--- src/verilog/csic_params.svh ---
// constants of the charger state and indicator control block
// Behaviour
// RULE_01 - fast charge limit hours equal nF over 73
// RULE_02 - trickle limit about one ninth of fast
// RULE_03 - timeout stops charge, flash charge lamp
// RULE_04 - zero timer capacitor disables the charge timer
// RULE_05 - self-test and store supply before charging
// RULE_06 - reduce current when supply droop hits limit
// RULE_07 - two open-drain lamps, lit when low
// RULE_08 - charging: charge lamp lit, done dark
// RULE_09 - complete: charge lamp dark, done lit
// RULE_10 - faults: done dark, charge lamp 1 Hz
// RULE_11 - no battery: done lit, charge lamp blinks
// RULE_12 - no battery, sense high: pure boost
// RULE_13 - die hot folds current back, hotter off
// RULE_14 - sense outside window suspends charging
// RULE_15 - sense tied to supply: pure boost
// RULE_16 - sense grounded stops charging
// RULE_17 - no termination while current is reduced
// RULE_18 - filtered recharge after falling by margin
// RULE_19 - upper sense threshold 75 percent supply
// RULE_20 - lower sense threshold 30 percent supply
// RULE_21 - other states: both lamps dark
// RULE_22 - flash from counter, equal lit and dark
`ifndef CSIC_PARAMS_SVH
`define CSIC_PARAMS_SVH
`define CSIC_CLK_HZ         64'd25000000
`define CSIC_CAP_PER_HOUR   73
`define CSIC_TRICKLE_DIV    9
`define CSIC_HOUR_S         64'd3600
`define CSIC_TICK_CYC       ((`CSIC_CLK_HZ*`CSIC_HOUR_S)/(`CSIC_CAP_PER_HOUR*`CSIC_TRICKLE_DIV))
`define CSIC_FLASH_HZ       1
`define CSIC_FLASH_HALF_CYC (`CSIC_CLK_HZ/(2*`CSIC_FLASH_HZ))
`define CSIC_NOBAT_HZ       2
`define CSIC_NOBAT_HALF_CYC (`CSIC_CLK_HZ/(2*`CSIC_NOBAT_HZ))
`define CSIC_FILT_MS        30
`define CSIC_FILT_CYC       ((`CSIC_CLK_HZ*`CSIC_FILT_MS)/1000)
`define CSIC_SELFTEST_CYC   16
`define CSIC_NTC_HI_PCT     75
`define CSIC_NTC_LO_PCT     30
`define CSIC_NTC_HI_CODE    ((`CSIC_NTC_HI_PCT*255)/100)
`define CSIC_NTC_LO_CODE    ((`CSIC_NTC_LO_PCT*255)/100)
`define CSIC_NTC_TIED_HI    8'hFA
`define CSIC_NTC_GROUNDED   8'h05
`define CSIC_OFF_TIMER      8'h00
`define CSIC_OFF_DROOP      8'h04
`define CSIC_OFF_STATUS     8'h08
`define CSIC_OFF_ELAPSED    8'h0C
`define CSIC_RST_TIMER_NF   16'h014A
`define CSIC_RST_DROOP      8'h10
`define CSIC_RESP_OKAY      2'h0
`define CSIC_RESP_SLVERR    2'h2
`endif

--- src/verilog/csic_pkg.sv ---
// types of the charger state and indicator control block
package csic_pkg;
  typedef enum logic [3:0] {
    ST_OFF, ST_SELFTEST, ST_CHARGE, ST_DONE, ST_TIMEOUT,
    ST_SUSPEND, ST_NOBAT, ST_BOOST, ST_STOP
  } csic_state_t;
endpackage : csic_pkg

--- src/verilog/csic_top.sv ---
// charger state machine, lamp driver and axi4-lite register slave
`include "csic_params.svh"
module csic_top #(
  parameter int unsigned TICK_CYC       = 32'(`CSIC_TICK_CYC),
  parameter int unsigned FLASH_HALF_CYC = 32'(`CSIC_FLASH_HALF_CYC),
  parameter int unsigned NOBAT_HALF_CYC = 32'(`CSIC_NOBAT_HALF_CYC),
  parameter int unsigned FILT_CYC       = 32'(`CSIC_FILT_CYC)
) (
  // clock and reset
  input  wire logic        aclk,
  input  wire logic        aresetn,
  // axi4-lite write
  input  wire logic [7:0]  s_axi_awaddr,
  input  wire logic        s_axi_awvalid,
  output logic             s_axi_awready,
  input  wire logic [31:0] s_axi_wdata,
  input  wire logic [3:0]  s_axi_wstrb,
  input  wire logic        s_axi_wvalid,
  output logic             s_axi_wready,
  output logic [1:0]       s_axi_bresp,
  output logic             s_axi_bvalid,
  input  wire logic        s_axi_bready,
  // axi4-lite read
  input  wire logic [7:0]  s_axi_araddr,
  input  wire logic        s_axi_arvalid,
  output logic             s_axi_arready,
  output logic [31:0]      s_axi_rdata,
  output logic [1:0]       s_axi_rresp,
  output logic             s_axi_rvalid,
  input  wire logic        s_axi_rready,
  // analog front-end conditions
  input  wire logic        supply_present,
  input  wire logic        supply_ovp,
  input  wire logic [7:0]  supply_level,
  input  wire logic [7:0]  batt_temp_sense,
  input  wire logic        batt_present,
  input  wire logic        batt_short,
  input  wire logic        batt_below_trickle,
  input  wire logic        batt_term_cmp,
  input  wire logic        batt_recharge_cmp,
  input  wire logic        die_over_fold,
  input  wire logic        die_over_off,
  // power stage control
  output logic             charge_en,
  output logic             boost_en,
  output logic             current_reduce,
  output logic             trickle_mode,
  // open-drain lamps, enable low while pulling
  output logic             charge_lamp_out_o,
  output logic             charge_lamp_out_oe_n,
  output logic             done_lamp_out_o,
  output logic             done_lamp_out_oe_n
);

  ////////////////////////////////////////////////////////////////////////////
  // helpers

  function automatic logic [31:0] sat_inc(input logic [31:0] v);
    sat_inc = (v == 32'hFFFFFFFF) ? v : v + 32'h1;
  endfunction : sat_inc

  ////////////////////////////////////////////////////////////////////////////
  // register bus

  logic        awready_q, awready_d, wready_q, wready_d;
  logic        bvalid_q, bvalid_d, arready_q, arready_d;
  logic        rvalid_q, rvalid_d;
  logic [1:0]  bresp_q, bresp_d, rresp_q, rresp_d;
  logic [31:0] rdata_q, rdata_d;
  logic [15:0] timer_nf_q, timer_nf_d;
  logic [7:0]  droop_lim_q, droop_lim_d;
  logic        wr_go, rd_go;

  csic_pkg::csic_state_t state_q, state_d;
  logic [31:0] elapsed_q, elapsed_d;
  logic [7:0]  stored_q, stored_d;
  logic        reduce_q, reduce_d;

  // write taken only with both address and data present
  assign wr_go = s_axi_awvalid && s_axi_wvalid && !bvalid_q && !awready_q;
  assign rd_go = s_axi_arvalid && !rvalid_q && !arready_q;

  always_comb begin
    awready_d   = wr_go;
    wready_d    = wr_go;
    bvalid_d    = bvalid_q;
    bresp_d     = bresp_q;
    arready_d   = rd_go;
    rvalid_d    = rvalid_q;
    rresp_d     = rresp_q;
    rdata_d     = rdata_q;
    timer_nf_d  = timer_nf_q;
    droop_lim_d = droop_lim_q;
    if (bvalid_q && s_axi_bready) begin
      bvalid_d = 1'b0;
    end
    if (awready_q) bvalid_d = 1'b1; // answer only after aw/w handshake
    if (wr_go) begin
      bresp_d  = `CSIC_RESP_OKAY;
      case (s_axi_awaddr)
        `CSIC_OFF_TIMER: begin
          if (s_axi_wstrb[0]) timer_nf_d[7:0]  = s_axi_wdata[7:0];
          if (s_axi_wstrb[1]) timer_nf_d[15:8] = s_axi_wdata[15:8];
        end
        `CSIC_OFF_DROOP: begin
          if (s_axi_wstrb[0]) droop_lim_d = s_axi_wdata[7:0];
        end
        `CSIC_OFF_STATUS, `CSIC_OFF_ELAPSED: begin
        end
        default: bresp_d = `CSIC_RESP_SLVERR;
      endcase
    end
    if (rvalid_q && s_axi_rready) begin
      rvalid_d = 1'b0;
    end
    if (arready_q) rvalid_d = 1'b1; // data only after ar handshake
    if (rd_go) begin
      rresp_d  = `CSIC_RESP_OKAY;
      case (s_axi_araddr)
        `CSIC_OFF_TIMER:   rdata_d = {16'h0000, timer_nf_q};
        `CSIC_OFF_DROOP:   rdata_d = {24'h000000, droop_lim_q};
        `CSIC_OFF_STATUS:  rdata_d = {15'h0000, reduce_q, stored_q,
                                      4'h0, 4'(state_q)};
        `CSIC_OFF_ELAPSED: rdata_d = elapsed_q;
        default: begin
          rdata_d = 32'h00000000;
          rresp_d = `CSIC_RESP_SLVERR;
        end
      endcase
    end
  end

  always_ff @(posedge aclk) begin
    if (!aresetn) begin
      awready_q   <= 1'b0;
      wready_q    <= 1'b0;
      bvalid_q    <= 1'b0;
      bresp_q     <= `CSIC_RESP_OKAY;
      arready_q   <= 1'b0;
      rvalid_q    <= 1'b0;
      rresp_q     <= `CSIC_RESP_OKAY;
      rdata_q     <= 32'h00000000;
      timer_nf_q  <= `CSIC_RST_TIMER_NF;
      droop_lim_q <= `CSIC_RST_DROOP;
    end else begin
      awready_q   <= awready_d;
      wready_q    <= wready_d;
      bvalid_q    <= bvalid_d;
      bresp_q     <= bresp_d;
      arready_q   <= arready_d;
      rvalid_q    <= rvalid_d;
      rresp_q     <= rresp_d;
      rdata_q     <= rdata_d;
      timer_nf_q  <= timer_nf_d;
      droop_lim_q <= droop_lim_d;
    end
  end

  assign s_axi_awready = awready_q;
  assign s_axi_wready  = wready_q;
  assign s_axi_bvalid  = bvalid_q;
  assign s_axi_bresp   = bresp_q;
  assign s_axi_arready = arready_q;
  assign s_axi_rvalid  = rvalid_q;
  assign s_axi_rresp   = rresp_q;
  assign s_axi_rdata   = rdata_q;

  ////////////////////////////////////////////////////////////////////////////
  // charge state machine

  logic [31:0] tick_q, tick_d, filt_q, filt_d, flash_q, flash_d;
  logic [31:0] blink_q, blink_d;
  logic        phase_q, phase_d, flash_on_q, flash_on_d;
  logic        blink_on_q, blink_on_d;
  logic        ntc_high, ntc_gnd, ntc_ok, droop;
  logic [31:0] limit;
  logic        chg_en_q, chg_en_d, bst_en_q, bst_en_d, trk_q, trk_d;
  logic        chg_lit_q, chg_lit_d, done_lit_q, done_lit_d;
  csic_pkg::csic_state_t cls;

  // window of the temperature divider as a share of the supply
  assign ntc_high = batt_temp_sense >= `CSIC_NTC_TIED_HI;
  assign ntc_gnd  = batt_temp_sense <= `CSIC_NTC_GROUNDED;
  assign ntc_ok   = batt_temp_sense > 8'(`CSIC_NTC_LO_CODE) && // [RULE_20]
                    batt_temp_sense < 8'(`CSIC_NTC_HI_CODE);   // [RULE_19]
  // droop measured against the level held at self-test end
  assign droop    = supply_level < stored_q &&
                    (stored_q - supply_level) >= droop_lim_q; // [RULE_06]
  // tick is 1/657 hour: fast limit nF*9 ticks, trickle nF ticks
  assign limit    = phase_q ? {16'h0000, timer_nf_q}               // [RULE_02]
                            : 32'(timer_nf_q) * 32'(`CSIC_TRICKLE_DIV); // [RULE_01]

  always_comb begin
    if (ntc_gnd) begin
      cls = csic_pkg::ST_STOP;                                 // [RULE_16]
    end else if (ntc_high) begin
      cls = csic_pkg::ST_BOOST;                          // [RULE_12] [RULE_15]
    end else if (supply_ovp || batt_short || !ntc_ok) begin
      cls = csic_pkg::ST_SUSPEND;                              // [RULE_14]
    end else if (!batt_present) begin
      cls = csic_pkg::ST_NOBAT;
    end else begin
      cls = csic_pkg::ST_CHARGE;
    end
  end

  always_comb begin
    state_d   = state_q;
    elapsed_d = elapsed_q;
    tick_d    = tick_q;
    filt_d    = 32'h0;
    stored_d  = stored_q;
    phase_d   = batt_below_trickle;
    reduce_d  = 1'b0;
    case (state_q)
      csic_pkg::ST_OFF: begin
        elapsed_d = 32'h0;
        state_d   = csic_pkg::ST_SELFTEST;
      end
      csic_pkg::ST_SELFTEST: begin
        elapsed_d = sat_inc(elapsed_q);
        if (elapsed_q == 32'(`CSIC_SELFTEST_CYC - 1)) begin
          stored_d  = supply_level;                            // [RULE_05]
          elapsed_d = 32'h0;
          tick_d    = 32'h0;
          state_d   = cls;
        end
      end
      csic_pkg::ST_CHARGE: begin
        reduce_d = droop || die_over_fold;              // [RULE_06] [RULE_13]
        tick_d   = (tick_q == TICK_CYC - 1) ? 32'h0 : tick_q + 32'h1;
        if (tick_q == TICK_CYC - 1) elapsed_d = sat_inc(elapsed_q);
        if (phase_q != batt_below_trickle) elapsed_d = 32'h0;
        // termination filter held off while current is cut back
        if (batt_term_cmp && !reduce_q) begin                  // [RULE_17]
          filt_d = sat_inc(filt_q);
        end
        if (cls != csic_pkg::ST_CHARGE) begin
          state_d = cls;
        end else if (timer_nf_q != 16'h0000 &&                 // [RULE_04]
                     elapsed_q >= limit) begin
          state_d = csic_pkg::ST_TIMEOUT;                      // [RULE_03]
        end else if (batt_term_cmp && !reduce_q && filt_q >= FILT_CYC-1) begin
          state_d = csic_pkg::ST_DONE;
        end
      end
      csic_pkg::ST_DONE: begin
        if (batt_recharge_cmp) filt_d = sat_inc(filt_q);       // [RULE_18]
        if (cls != csic_pkg::ST_CHARGE) begin
          state_d = cls;
        end else if (batt_recharge_cmp && filt_q >= FILT_CYC - 1) begin
          state_d   = csic_pkg::ST_CHARGE;                     // [RULE_18]
          elapsed_d = 32'h0;
          tick_d    = 32'h0;
        end
      end
      csic_pkg::ST_TIMEOUT: begin
        state_d = csic_pkg::ST_TIMEOUT;                        // [RULE_03]
      end
      csic_pkg::ST_SUSPEND: begin
        // timer keeps its count across a suspension
        if (cls != csic_pkg::ST_SUSPEND) state_d = cls;        // [RULE_14]
      end
      csic_pkg::ST_NOBAT, csic_pkg::ST_BOOST, csic_pkg::ST_STOP: begin
        if (cls != state_q) begin
          state_d   = cls;
          elapsed_d = 32'h0;
          tick_d    = 32'h0;
        end
      end
      default: state_d = csic_pkg::ST_OFF;
    endcase
    if (!supply_present) begin
      state_d = csic_pkg::ST_OFF;
    end
  end

  ////////////////////////////////////////////////////////////////////////////
  // flash generators and lamp decode

  always_comb begin
    flash_d    = (flash_q == FLASH_HALF_CYC - 1) ? 32'h0 : flash_q + 32'h1;
    flash_on_d = (flash_q == FLASH_HALF_CYC - 1) ? !flash_on_q
                                                 : flash_on_q; // [RULE_22]
    blink_d    = (blink_q == NOBAT_HALF_CYC - 1) ? 32'h0 : blink_q + 32'h1;
    blink_on_d = (blink_q == NOBAT_HALF_CYC - 1) ? !blink_on_q
                                                 : blink_on_q; // [RULE_22]
    chg_lit_d  = 1'b0;                                         // [RULE_21]
    done_lit_d = 1'b0;                                         // [RULE_21]
    chg_en_d   = 1'b0;
    bst_en_d   = 1'b0;
    trk_d      = 1'b0;
    case (state_d)
      csic_pkg::ST_CHARGE: begin
        chg_lit_d = 1'b1;                                      // [RULE_08]
        chg_en_d  = 1'b1;
        bst_en_d  = 1'b1;
        trk_d     = batt_below_trickle;
      end
      csic_pkg::ST_DONE: done_lit_d = 1'b1;                    // [RULE_09]
      csic_pkg::ST_TIMEOUT, csic_pkg::ST_SUSPEND: begin
        chg_lit_d = flash_on_d;                                // [RULE_10]
      end
      csic_pkg::ST_NOBAT: begin
        chg_lit_d  = blink_on_d;                               // [RULE_11]
        done_lit_d = 1'b1;
      end
      csic_pkg::ST_BOOST: begin
        done_lit_d = 1'b1;                                     // [RULE_12]
        bst_en_d   = 1'b1;                                     // [RULE_15]
      end
      default: begin
      end
    endcase
    // die shutdown overrides the charge and boost enable requests
    if (die_over_off) begin                                    // [RULE_13]
      chg_en_d = 1'b0;
      bst_en_d = 1'b0;
    end
  end

  always_ff @(posedge aclk) begin
    if (!aresetn) begin
      state_q    <= csic_pkg::ST_OFF;
      elapsed_q  <= 32'h0;
      tick_q     <= 32'h0;
      filt_q     <= 32'h0;
      stored_q   <= 8'h00;
      phase_q    <= 1'b0;
      reduce_q   <= 1'b0;
      flash_q    <= 32'h0;
      flash_on_q <= 1'b0;
      blink_q    <= 32'h0;
      blink_on_q <= 1'b0;
      chg_lit_q  <= 1'b0;
      done_lit_q <= 1'b0;
      chg_en_q   <= 1'b0;
      bst_en_q   <= 1'b0;
      trk_q      <= 1'b0;
    end else begin
      state_q    <= state_d;
      elapsed_q  <= elapsed_d;
      tick_q     <= tick_d;
      filt_q     <= filt_d;
      stored_q   <= stored_d;
      phase_q    <= phase_d;
      reduce_q   <= reduce_d;
      flash_q    <= flash_d;
      flash_on_q <= flash_on_d;
      blink_q    <= blink_d;
      blink_on_q <= blink_on_d;
      chg_lit_q  <= chg_lit_d;
      done_lit_q <= done_lit_d;
      chg_en_q   <= chg_en_d;
      bst_en_q   <= bst_en_d;
      trk_q      <= trk_d;
    end
  end

  // lamp lit means the pin is pulled low
  assign charge_lamp_out_o    = 1'b0;                          // [RULE_07]
  assign done_lamp_out_o      = 1'b0;                          // [RULE_07]
  assign charge_lamp_out_oe_n = !chg_lit_q;                    // [RULE_07]
  assign done_lamp_out_oe_n   = !done_lit_q;                   // [RULE_07]
  assign charge_en            = chg_en_q;
  assign boost_en             = bst_en_q;
  assign current_reduce       = reduce_q;
  assign trickle_mode         = trk_q;

endmodule : csic_top

--- config.mk ---
export PLATFORM = sky130hd
export DESIGN_NAME = csic_top
export DESIGN_NICKNAME = d
export VERILOG_FILES = /design/src/verilog/csic_pkg.sv /design/src/verilog/csic_top.sv
export VERILOG_INCLUDE_DIRS = /design/src /design/src/verilog
export SDC_FILE = /design/constraint.sdc
export NUM_CORES = 1
export LEC_CHECK = 0
export ABC_AREA = 1
export BUFFER_PORTS_ARGS = -buffer_cell sky130_fd_sc_hd__buf_2
export CAP_MARGIN = 20
export CORE_MARGIN = 5
export CORE_UTILIZATION = 32
export DETAILED_ROUTE_END_ITERATION = 10
export PLACE_DENSITY_LB_ADDON = 0.25
export SLEW_MARGIN = 20
export SYNTH_ARGS = -nofsm -noshare
export SYNTH_HDL_FRONTEND = slang
export SYNTH_SLANG_ARGS = --single-unit
--- constraint.sdc ---
create_clock -name aclk -period 11.7 [get_ports aclk]
set_clock_uncertainty 0.2 [all_clocks]
set_input_delay 0.585 -clock aclk [delete_from_list [all_inputs] [get_ports aclk]]
set_output_delay 0.585 -clock aclk [all_outputs]
set_load 0.01 [all_outputs]
# ---- Word-level counts from Yosys, hierarchy flattened
# Cells that the tools add are included.
dict set report totals {
  register_bits 245
  latch_bits 0
  ramBits 0
  rom_bits 0
  in_bits 84
  output_inout_bits 49
  word_cells 171
  memories 0
}
dict set report op_classes {
  n_addsub 6
  multipliers 1
  div_mod_pow 0
  magnitude_cmp 8
  n_eq_ne 35
  shift 0
  n_mux 43
  bitwise 1
  reduce_logical 51
}
# op n
set ops {}
lappend ops {{$mux 32} 12}
lappend ops {{$pmux 32 s4} 2}
lappend ops {{$add 32x1->32 const B} 5}
lappend ops {{$pmux 32 s5} 1}
lappend ops {{$eq 32x32->1 const B} 2}
lappend ops {{$pmux 32 s2} 1}
lappend ops {{$mux 4} 10}
lappend ops {{$eq 32x23->1 const B} 1}
lappend ops {{$eq 32x24->1 const B} 1}
lappend ops {{$eq 32x28->1 const B} 1}
lappend ops {{$eq 32x4->1 const B} 1}
lappend ops {{$eq 4x3->1 const B} 8}
lappend ops {{$eq 8x4->1 const B} 4}
lappend ops {{$ge 32x20->1} 1}
lappend ops {{$ge 32x20->1 const B} 1}
lappend ops {{$pmux 4 s7} 1}
lappend ops {{$mul 16x4->20 const B} 1}
lappend ops {{$mux 20} 1}
lappend ops {{$eq 4x2->1 const B} 4}
lappend ops {{$eq 8x3->1 const B} 2}
lappend ops {{$logic_not 8->1} 2}
lappend ops {{$reduce_bool 16->1} 1}
lappend ops {{$logic_and 1x1->1} 13}
lappend ops {{$logic_not 1->1} 10}
lappend ops {{31 further kinds} 59}

# ---- Depth between registers and ports, before layout
# Gate-level depths: netlist of the first run.
dict set report logic_depth {
  word_depth 14
  mapped_depth 34
  mapped_depth_nobuf 34
}

# ---- Worst setup path after synthesis of the first run
# Ideal clock, no wire load.
dict set report synth_timing {
  kind {reg-to-reg}
  startpoint {reg timer_nf_q[4]}
  endpoint {reg chg_lit_q}
  setup_ps 113
  arrival_time_ps 3452
  required_ps 11387
  slack_ps 7935
  stages_incl_launch_ff 30
  path_buffers 0
  synth_period_minus_slack_ps 3765
  cell_sequence {dfxtp_1 > ha_1 > ha_1 > fa_1 > nand3_1 > o2111ai_1 > nand2_1 > inv_1 > o21ai_0 > nand2_1 > nand3_1 > nand2_1 > a21oi_1 > o21ai_0 > ha_1 > nand4_1 > nor3_1 > nand2_1 > nand3_1 > nand2_1 > nand2_1 > nand2_1 > nand2_1 > nand2_1 > nand2_1 > nand2_1 > nand2_1 > nand2_1 > nand2_1 > nand2_1}
}
dict set report synth_between {
  elab_chain_cells 11
  elab_cells_between_ends 15
  cone_classes {1 x mul; 1 x order compare; 4 x eq/ne; 6 x mux; 3 x reduce/logical}
}
# element line
set synth_rtl {}
lappend synth_rtl {{from (decl)} csic_top.sv:70} ;# logic [15:0] timer_nf_q, timer_nf_d;
lappend synth_rtl {{from (signal assigned)} csic_top.sv:143} ;# timer_nf_q <= `CSIC_RST_TIMER_NF;
lappend synth_rtl {{from (signal assigned)} csic_top.sv:154} ;# timer_nf_q <= timer_nf_d;
lappend synth_rtl {{$mul 16x4->20} csic_top.sv:191} ;# : 32'(timer_nf_q) * 32'(`CSIC_TRICKLE_DIV);
lappend synth_rtl {{$mux 20} csic_top.sv:190} ;# assign limit = phase_q ? {16'h0000, timer_nf_q}
lappend synth_rtl {{$ge 32x20->1} csic_top.sv:241} ;# elapsed_q >= limit) begin
lappend synth_rtl {{$logic_and 1x1->1 (*)} csic_top.sv:240} ;# end else if (timer_nf_q != 16'h0000 &&
lappend synth_rtl {{$mux 4 (*)} csic_top.sv:240}
lappend synth_rtl {{$mux 4 (*)} csic_top.sv:238} ;# if (cls != csic_pkg::ST_CHARGE) begin
lappend synth_rtl {{$pmux 4 s7 (*)} csic_top.sv:215} ;# case (state_q)
lappend synth_rtl {{$mux 4 (*)} csic_top.sv:273} ;# if (!supply_present) begin
lappend synth_rtl {{$eq 4x3->1} csic_top.sv:293} ;# case (state_d)
lappend synth_rtl {{$reduce_or 2->1} csic_top.sv:293}
lappend synth_rtl {{$pmux 1 s3 (*)} csic_top.sv:293}
lappend synth_rtl {{to (signal assigned)} csic_top.sv:352} ;# chg_lit_q <= chg_lit_d;
lappend synth_rtl {{to (decl)} csic_top.sv:178} ;# logic chg_lit_q, chg_lit_d, done_lit_q, done_lit_d;
# Every way passes the cells marked *; elsewhere a longest branch is shown, timed or not.
# A chain may end at the register's enable or synchronous reset.

# ---- Worst setup path in the final report of the first run
dict set report layout_timing {
  startpoint {reg timer_nf_q[6]}
  endpoint {reg bst_en_q (netlist: boost_en)}
}
dict set report layout_between {
  elab_chain_cells 11
  elab_cells_between_ends 13
  cone_classes {1 x mul; 1 x order compare; 2 x eq/ne; 6 x mux; 3 x reduce/logical}
}
# element line
set layout_rtl {}
lappend layout_rtl {{$mul 16x4->20} csic_top.sv:191}
lappend layout_rtl {{$mux 20} csic_top.sv:190}
lappend layout_rtl {{$ge 32x20->1} csic_top.sv:241}
lappend layout_rtl {{$logic_and 1x1->1 (*)} csic_top.sv:240}
lappend layout_rtl {{$mux 4 (*)} csic_top.sv:240}
lappend layout_rtl {{$mux 4 (*)} csic_top.sv:238}
lappend layout_rtl {{$pmux 4 s7 (*)} csic_top.sv:215}
lappend layout_rtl {{$mux 4 (*)} csic_top.sv:273}
lappend layout_rtl {{$eq 4x3->1 / $eq 4x2->1 (equally long branches)} csic_top.sv:293}
lappend layout_rtl {{$reduce_or 2->1 (no source line) (*)} n/a}
lappend layout_rtl {{$mux 1 (*)} csic_top.sv:293}
lappend layout_rtl {{to (signal assigned)} csic_top.sv:355} ;# bst_en_q <= bst_en_d;
lappend layout_rtl {{to (decl)} csic_top.sv:177} ;# logic chg_en_q, chg_en_d, bst_en_q, bst_en_d, trk_q, trk_d;
# Marked as above.

==> flow_metrics.py, run 1 <==
metrics = {
    "outcome": {
        "outcome": "complete, no violations",
    },
    "placed_design": {
        "placed_area_sq_um": 16600,
        "dp_hpwl_mm": 36.1,
        "place_congestion": 0.923,
        "io_buffers": 110,
    },
    "drt": {
        "wl_met1_mm": 22.7,
        "first_iter_violations": 1036,
        "routedWlPerCell_microns": 15.7,
        "ant_nets": 0,
        "vias": 15600,
        "wl_met2_mm": 22.2,
        "top_layer": "met4",
        "drc": 0,
        "routed_wl_mm": 48.2,
        "routed_via_density": 5.07,
        "drt_pass1_iterations": 5,
        "dr_wl_met3_mm": 2.25,
    },
    "global_route": {
        "antenna_found_initial": 2,
        "grt_pass1_vias": 14800,
        "grt_max_degree": 71,
        "grt-ovfl-total": 0,
        "grt_pass1_wl_mm": 77.9,
        "track_usage_pct": 17.6,
    },
    "logic_synthesis": {
        "synth_top_family_by_area": "simple AND/OR/NAND/NOR gates",
        "synth-compound-area-share_pct": 12.2,
        "ys.flop_type": "dfxtp_1",
        "postSynth.asyncResetShare_pct": 0,
        "synthTopCellsByCount": "580 x nand2_1, 255 x inv_1, 247 x nor2_1",
        "synth.most_common_cell": "nand2_1",
        "avgSynthCellArea_sq_um": 6.64,
        "synth_fa_ha_area_share_pct": 5.70,
        "synth_xor_area_share_pct": 4.70,
        "synth_mux_area_share_pct": 0.128,
        "synthSimpleGateAreaFrac_pct": 37.0,
        "yosysWarnings": 0,
        "synthTopCellsByArea": "dfxtp_1 31%, nand2_1 14%, a21oi_1 6.5%",
        "synth_edf_count": 0,
        "syn_area_sq_um": 15600,
        "synthCells": 2357,
        "synth_top_area_share_pct": 31.1,
        "ys_ff_latch": 243,
        "synth_top_cell_by_area": "dfxtp_1",
        "synth_cell_types": 58,
        "synth_seq_area_share_pct": 31.1,
    },
    "critical_path": {
        "cp_common_cell": "nand2_1",
        "path_buf_inv": 0,
        "worstPathRequired_ns": 11.91,
        "r2r_slack_ns": 7.04,
        "crit_arrival_ns": 4.86,
        "critPathLaunch": "timer_nf_q[6]$_SDFFE_PN1P_",
        "cp_num_cells": 28,
        "reg2reg_to": "boost_en$_SDFF_PP0_",
        "crit_path_start_kind": "register",
        "r2r_cells": 28,
        "cp_top_family": "simple AND/OR/NAND/NOR gates",
        "critical_path_class": "reg -> reg",
        "worstReg2RegStart": "timer_nf_q[6]$_SDFFE_PN1P_",
        "cp-end-kind": "register",
        "worst_path_largest_cell_delay_ns": 0.49,
        "critPathMaxFanout": 6,
        "crit_path_end": "boost_en$_SDFF_PP0_",
        "critical-path-slowest-cell": "dfxtp_1",
    },
    "clocking": {
        "cts-root-buf": "clkbuf_16",
        "post_cts_buffers": 0,
        "cts_sinks": 243,
        "cts_tree": "built",
        "cts_resized": 0,
        "cts-buffers-inserted": 34,
        "cts_buffer_depth": 3,
        "clk_latency_ns": 0.54,
        "h-tree-depth": 2,
        "cts.clk_slew.worst_paths_ns": 0.06,
        "ctsHoldBuffers": 0,
    },
    "sta": {
        "setup_viol": 0,
        "timing_hold_violations_final": 0,
        "worstMarginPinSlew_ns": 1.00,
        "final.setup.tns_ns": 0,
        "max_freq_mhz": 215,
        "relSlewSlack_pct": 33.3,
        "rsz0062_at_grt": "false",
        "report.final.slew_viol_count": 0,
        "period_needed_ns": 4.66,
        "finalCritPeriodShare_pct": 39.8,
    },
    "floorplan": {
        "die_w_microns": 231,
        "rows": 81,
        "die_height_microns": 231,
        "core_area_sq_um": 48600,
        "die-area_sq_um": 53400,
        "io_pins": 133,
        "initial_utilization_pct": 32.2,
    },
    "pwr": {
        "power_density_nw_per_um2": 109,
        "peakVddDrop_mv": 0.0758,
        "p_leak_uw": 0.00689,
    },
    "cells_and_area": {
        "multi_input_area_sq_um": 9390,
        "diodes": 0,
        "area_growth_pct": 13.6,
        "num-nets-final": 2583,
        "fillCellCount": 5314,
        "final_area_sq_um": 17800,
        "seqCellArea_sq_um": 4860,
        "drive_gt1_share_pct": 11.0,
    },
    "min_path": {
        "min_path_cells": 3,
        "hp-class": "in -> reg",
    },
    "job": {
        "maxCapViolations": 0,
    },
}
[registers in the layout (all words and copies together), names as in the netlist, 4 cells and up]
signal and cells:
blink_q 32, timer_nf_q 16, s_axi_rdata 32, tick_q 32, filt_q 32, elapsed_q 32, droop_lim_q 8, stored_q 8
flash_q 32, state_q 4
[kinds of logic (layout without fill, tap and decap cells)]
family / count (synthesis) / after routing
other cells: 1 / 4
compound gates: 344 / 344
mux: 2 / 2
flops: 243 / 243
buf+inv: 358 / 451
xor+xnor: 84 / 84
simple gates: 1255 / 1255
fa+ha+maj: 70 / 70
[report_power, final]
part | internal (uW) | switching, uW
logic | 29.2 | 64.9
registers | 835 | 4.77
clock network | 586 | 409
total | 1450 | 478
[cell type report]
cell class                 instances  share of cell area, %
clock buffer                      43                   5.44
sequential                       243                   27.4
multi-input combinational       1759                   52.8
inverter                         272                   5.76
clock inverter                    17                  0.599
tap                              622                   4.38
timing repair buffer             119                   3.59
[cell usage in the layout (no fill, tap or decap), types with 12 or more instances in the layout]
cell type / count
nand3_1: 114
inv_1: 255
o211ai_1: 16
nor3_1: 85
nor3b_1: 15
nand4_1: 83
nand2_1: 579
clkbuf_16: 35
nor2_4: 13
dfxtp_1: 243
ha_1: 68
xnor2_1: 17
buf_2: 110
nor2_2: 12
nor2_1: 246
o21ai_0: 78
inv_2: 15
xor2_1: 67
a21oi_1: 202
nor4_1: 41
[through the flow]
stage,total power (uW),util [%],hold slack [ns],worst slack [ns],std cells
final,1930,36.5,0.0449,7.04,3075
after global routing,2010,36.5,0.0721,6.55,3075
after CTS,1960,36.4,0.0261,7.10,3073
after detailed placement,951,34.2,0.237,7.13,3013
after global placement,949,34.2,0.228,7.13,3013
after floorplan,914,-,0.218,7.93,2360
[how the worst min path moves through the flow]
stage	startpoint	end	slack [ns]
2_1_floorplan	blink_q[0]$_SDFF_PP0_	blink_q[0]$_SDFF_PP0_	0.22
3_3_place_gp	flash_q[0]$_SDFF_PP0_	flash_q[0]$_SDFF_PP0_	0.23
3_5_place_dp	blink_q[0]$_SDFF_PP0_	blink_q[0]$_SDFF_PP0_	0.24
4_1_cts	s_axi_wdata[8]	timer_nf_q[8]$_SDFFE_PN1P_	0.03
5_1_grt	s_axi_wdata[8]	timer_nf_q[8]$_SDFFE_PN1P_	0.07
6_report	s_axi_wdata[8]	timer_nf_q[8]$_SDFFE_PN1P_	0.04
[worst min-delay path: stages]
cell and delay, ns:
buf_2 0.08, nand2_1 0.05, nand3_1 0.05
[per-layer routing]
metal  vias up  track usage [%]
li1       7960                -
met1      7215             23.8
met2       355             29.1
met3        70             2.77
met4         0             5.13
met5         -                0
No activity file was read; power rests on OpenSTA's default activity.
==> run 2, diff against run 1 <==
--- a/config.mk
+++ b/config.mk
@@ -6,7 +6,7 @@
 export SDC_FILE = /design/constraint.sdc
 export NUM_CORES = 1
 export LEC_CHECK = 0
-export ABC_AREA = 1
+export ABC_AREA = 0
 export BUFFER_PORTS_ARGS = -buffer_cell sky130_fd_sc_hd__buf_2
 export CAP_MARGIN = 20
 export CORE_MARGIN = 5
==> constraint.sdc (replaced) <==
create_clock -name aclk -period 4.4 [get_ports aclk]
set_clock_uncertainty 0.2 [all_clocks]
set_input_delay 0.22 -clock aclk [delete_from_list [all_inputs] [get_ports aclk]]
set_output_delay 0.22 -clock aclk [all_outputs]
set_load 0.01 [all_outputs]
==> flow_metrics.py, run 2 <==
metrics = {
    "drt": {
        "ant_nets": 0,
        "first_iter_violations": 692,
        "vias": 12000,
        "drt_pass1_iterations": 5,
        "routed_wl_mm": 37.2,
        "routed_via_density": 5.13,
        "drc": 0,
        "routedWlPerCell_microns": 15.8,
    },
    "global_route": {
        "grt_max_degree": 36,
        "grt_pass1_vias": 11700,
        "track_usage_pct": 16.1,
        "grt_pass1_wl_mm": 60.6,
        "grt-ovfl-total": 0,
        "antenna_found_initial": 1,
    },
    "placed_design": {
        "io_buffers": 110,
        "place_congestion": 0.862,
        "dp_hpwl_mm": 27.0,
        "placed_area_sq_um": 14700,
        "dp.cells": 2247,
    },
    "critical_path": {
        "crit_arrival_ns": 4.79,
        "worstPathRequired_ns": 4.69,
        "cp-end-kind": "register",
        "worst_path_largest_cell_delay_ns": 0.36,
        "crit_path_start_kind": "register",
        "path_cells": "ha_4, ha_4, fa_2, a21o_1, a21oi_2, nor2b_2, o41ai_4, o211ai_1, a31oi_1, or3_1, a21o_1, ha_4, and4_1, o41ai_2, and2_1, a41oi_2, o31a_1, mux2_4, nor3b_2",
        "r2r_cells": 19,
        "critical_path_class": "reg -> reg",
        "critical-path-slowest-cell": "fa_2",
        "critPathMaxFanout": 3,
        "worstReg2RegStart": "timer_nf_q[4]$_SDFFE_PN0P_",
        "r2r_slack_ns": -0.10,
        "cp_common_cell": "ha_4",
        "reg2reg_to": "boost_en$_SDFF_PP0_",
    },
    "min_path": {
        "min_path_cells": 6,
        "hp-class": "in -> reg",
        "hold_end": "s_axi_rdata[7]$_SDFFE_PN0P_",
        "worstHoldStart": "s_axi_araddr[0]",
    },
    "cells_and_area": {
        "layout_commonest_cell": "nor2_1",
        "final_area_sq_um": 16400,
        "fin_cells": 2347,
        "num-nets-final": 1947,
        "diodes": 0,
        "area_growth_pct": 23.5,
        "final_cell_mix": "258 x nor2_1, 241 x dfxtp_1, 122 x nand2_1",
        "drive_gt1_share_pct": 15.7,
    },
    "sta": {
        "setup_viol": 4,
        "final.setup.tns_ns": -0.250,
        "max_freq_mhz": 222,
        "finalCritPeriodShare_pct": 102,
        "hold-worst-slack_ns": 0.119,
        "worstMarginPinSlew_ns": 1.04,
        "rsz0062_at_grt": "true",
        "report.final.slew_viol_count": 0,
        "period_needed_ns": 4.50,
        "fin_ws_ns": -0.102,
        "timing_hold_violations_final": 0,
        "relSlewSlack_pct": 29.9,
    },
    "logic_synthesis": {
        "avgSynthCellArea_sq_um": 8.17,
        "synthCells": 1624,
        "ys_ff_latch": 243,
        "synth_top_cell_by_area": "dfxtp_1",
        "synth_top_area_share_pct": 36.7,
        "synth_edf_count": 0,
        "synth_cell_types": 72,
        "postSynth.asyncResetShare_pct": 0,
        "ys.flop_type": "dfxtp_1",
        "yosysWarnings": 0,
        "synthTopCellsByArea": "dfxtp_1 37%, nor2_1 7.4%, ha_1 6.4%",
        "synth.most_common_cell": "nor2_1",
        "synth_seq_area_share_pct": 36.7,
        "syn_area_sq_um": 13300,
        "synthTopCellsByCount": "261 x nor2_1, 243 x dfxtp_1, 122 x nand2_1",
    },
    "clocking": {
        "cts.clk_slew.worst_paths_ns": 0.06,
        "h-tree-depth": 1,
        "cts-buffers-inserted": 29,
        "cts-root-buf": "clkbuf_16",
        "cts_tree": "built",
        "cts_buffer_depth": 3,
        "clk_latency_ns": 0.58,
        "cts_sinks": 243,
    },
    "outcome": {
        "outcome": "complete, but fails checks",
        "violations": "setup timing",
    },
    "pwr": {
        "power_density_nw_per_um2": 297,
        "p_leak_uw": 0.00638,
        "peakVddDrop_mv": 0.286,
    },
    "floorplan": {
        "core_area_sq_um": 40900,
        "initial_utilization_pct": 32.4,
        "die-area_sq_um": 45600,
        "rows": 74,
        "io_pins": 133,
        "die_height_microns": 214,
        "die_w_microns": 214,
    },
    "job": {
        "maxCapViolations": 0,
    },
}
run 2: changes by cell type after synthesis, moves of 30 or more:
cell     before  now
and3_1        2   37
mux2i_1       2   48
nand4_1      83   39
inv_1       255   52
xnor2_1      17   91
o21ai_0      78   48
nand2_1     580  122
a21oi_1     202   61
run 2: power breakdown:
part	switching, uW	internal (uW)
Combinational	137	92.9
Clock	980	1440
Sequential	10.2	2210
run 2: logic make-up (layout without fill, tap and decap cells):
| kind of cell | Yosys count | in the layout | share of synthesized area, % |
|---|---|---|---|
| and+or+nand+nor | 751 | 751 | 27.4 |
| DFF | 243 | 243 | 36.7 |
| AOI/OAI and AO/OA | 221 | 221 | 11.2 |
| xor gates and xnor gates | 149 | 149 | 9.83 |
| buffers and inverters | 133 | 321 | 3.94 |
| adders and majority gates | 70 | 70 | 6.71 |
| muxes | 56 | 56 | 4.30 |
| other | 1 | 4 | 0.0283 |
run 2: repair_timing:
item | 4_1_cts | 5_1_grt
buffers inserted | 0 | 1
endpoints found under the hold margin | 48 | 0
hold buffers | 46 | 0
pin swaps | 8 | 18
gates resized for setup | 17 | 26
setup endpoints to repair | 8 | 8
run 2: routing by layer:
| layer | track usage [%] | routed length (microns) |
|---|---|---|
| met5 | 0 | 11 |
| met4 | 4.89 | 1020 |
| met3 | 2.90 | 2220 |
| met2 | 25.3 | 16200 |
| met1 | 22.5 | 17700 |
run 2: cell type report:
type | instances | area [sq um]
fill | 4225 | 24500
multi-input combinational | 1251 | 8210
sequential | 243 | 4870
timing repair buffer | 215 | 1460
clock buffer | 45 | 926
tap | 532 | 666
inverter | 53 | 199
clock inverter | 8 | 63.8
run 2: critical path: cells and delay by family (launching register included):
family / cells / cell delay [ns]
muxes: 1 / 0.32
DFF: 1 / 0.33
adders and majority gates: 4 / 0.97
and+or+nand+nor: 5 / 0.72
AOI/OAI and AO/OA: 9 / 1.86
run 2: how the worst max path moves through the flow:
stage	slack, ns	depth (start not counted)	to	start
after floorplan	0.002	19	boost_en$_SDFF_PP0_	timer_nf_q[4]$_SDFFE_PN0P_
after global placement	-0.23	19	boost_en$_SDFF_PP0_	timer_nf_q[4]$_SDFFE_PN0P_
after detailed placement	-0.29	19	boost_en$_SDFF_PP0_	timer_nf_q[4]$_SDFFE_PN0P_
after CTS	-0.11	19	boost_en$_SDFF_PP0_	timer_nf_q[4]$_SDFFE_PN0P_
after global routing	-0.27	20	boost_en$_SDFF_PP0_	timer_nf_q[4]$_SDFFE_PN0P_
final	-0.10	19	boost_en$_SDFF_PP0_	timer_nf_q[4]$_SDFFE_PN0P_
run 2: through the flow:
step	utilization, %	total power (uW)	setup slack (ns)
floorplan	-	2390	0.00217
global placement	35.9	2470	-0.232
detailed placement	35.9	2470	-0.288
CTS	39.7	4940	-0.114
global route	40.0	5080	-0.270
finish	40.0	4870	-0.102
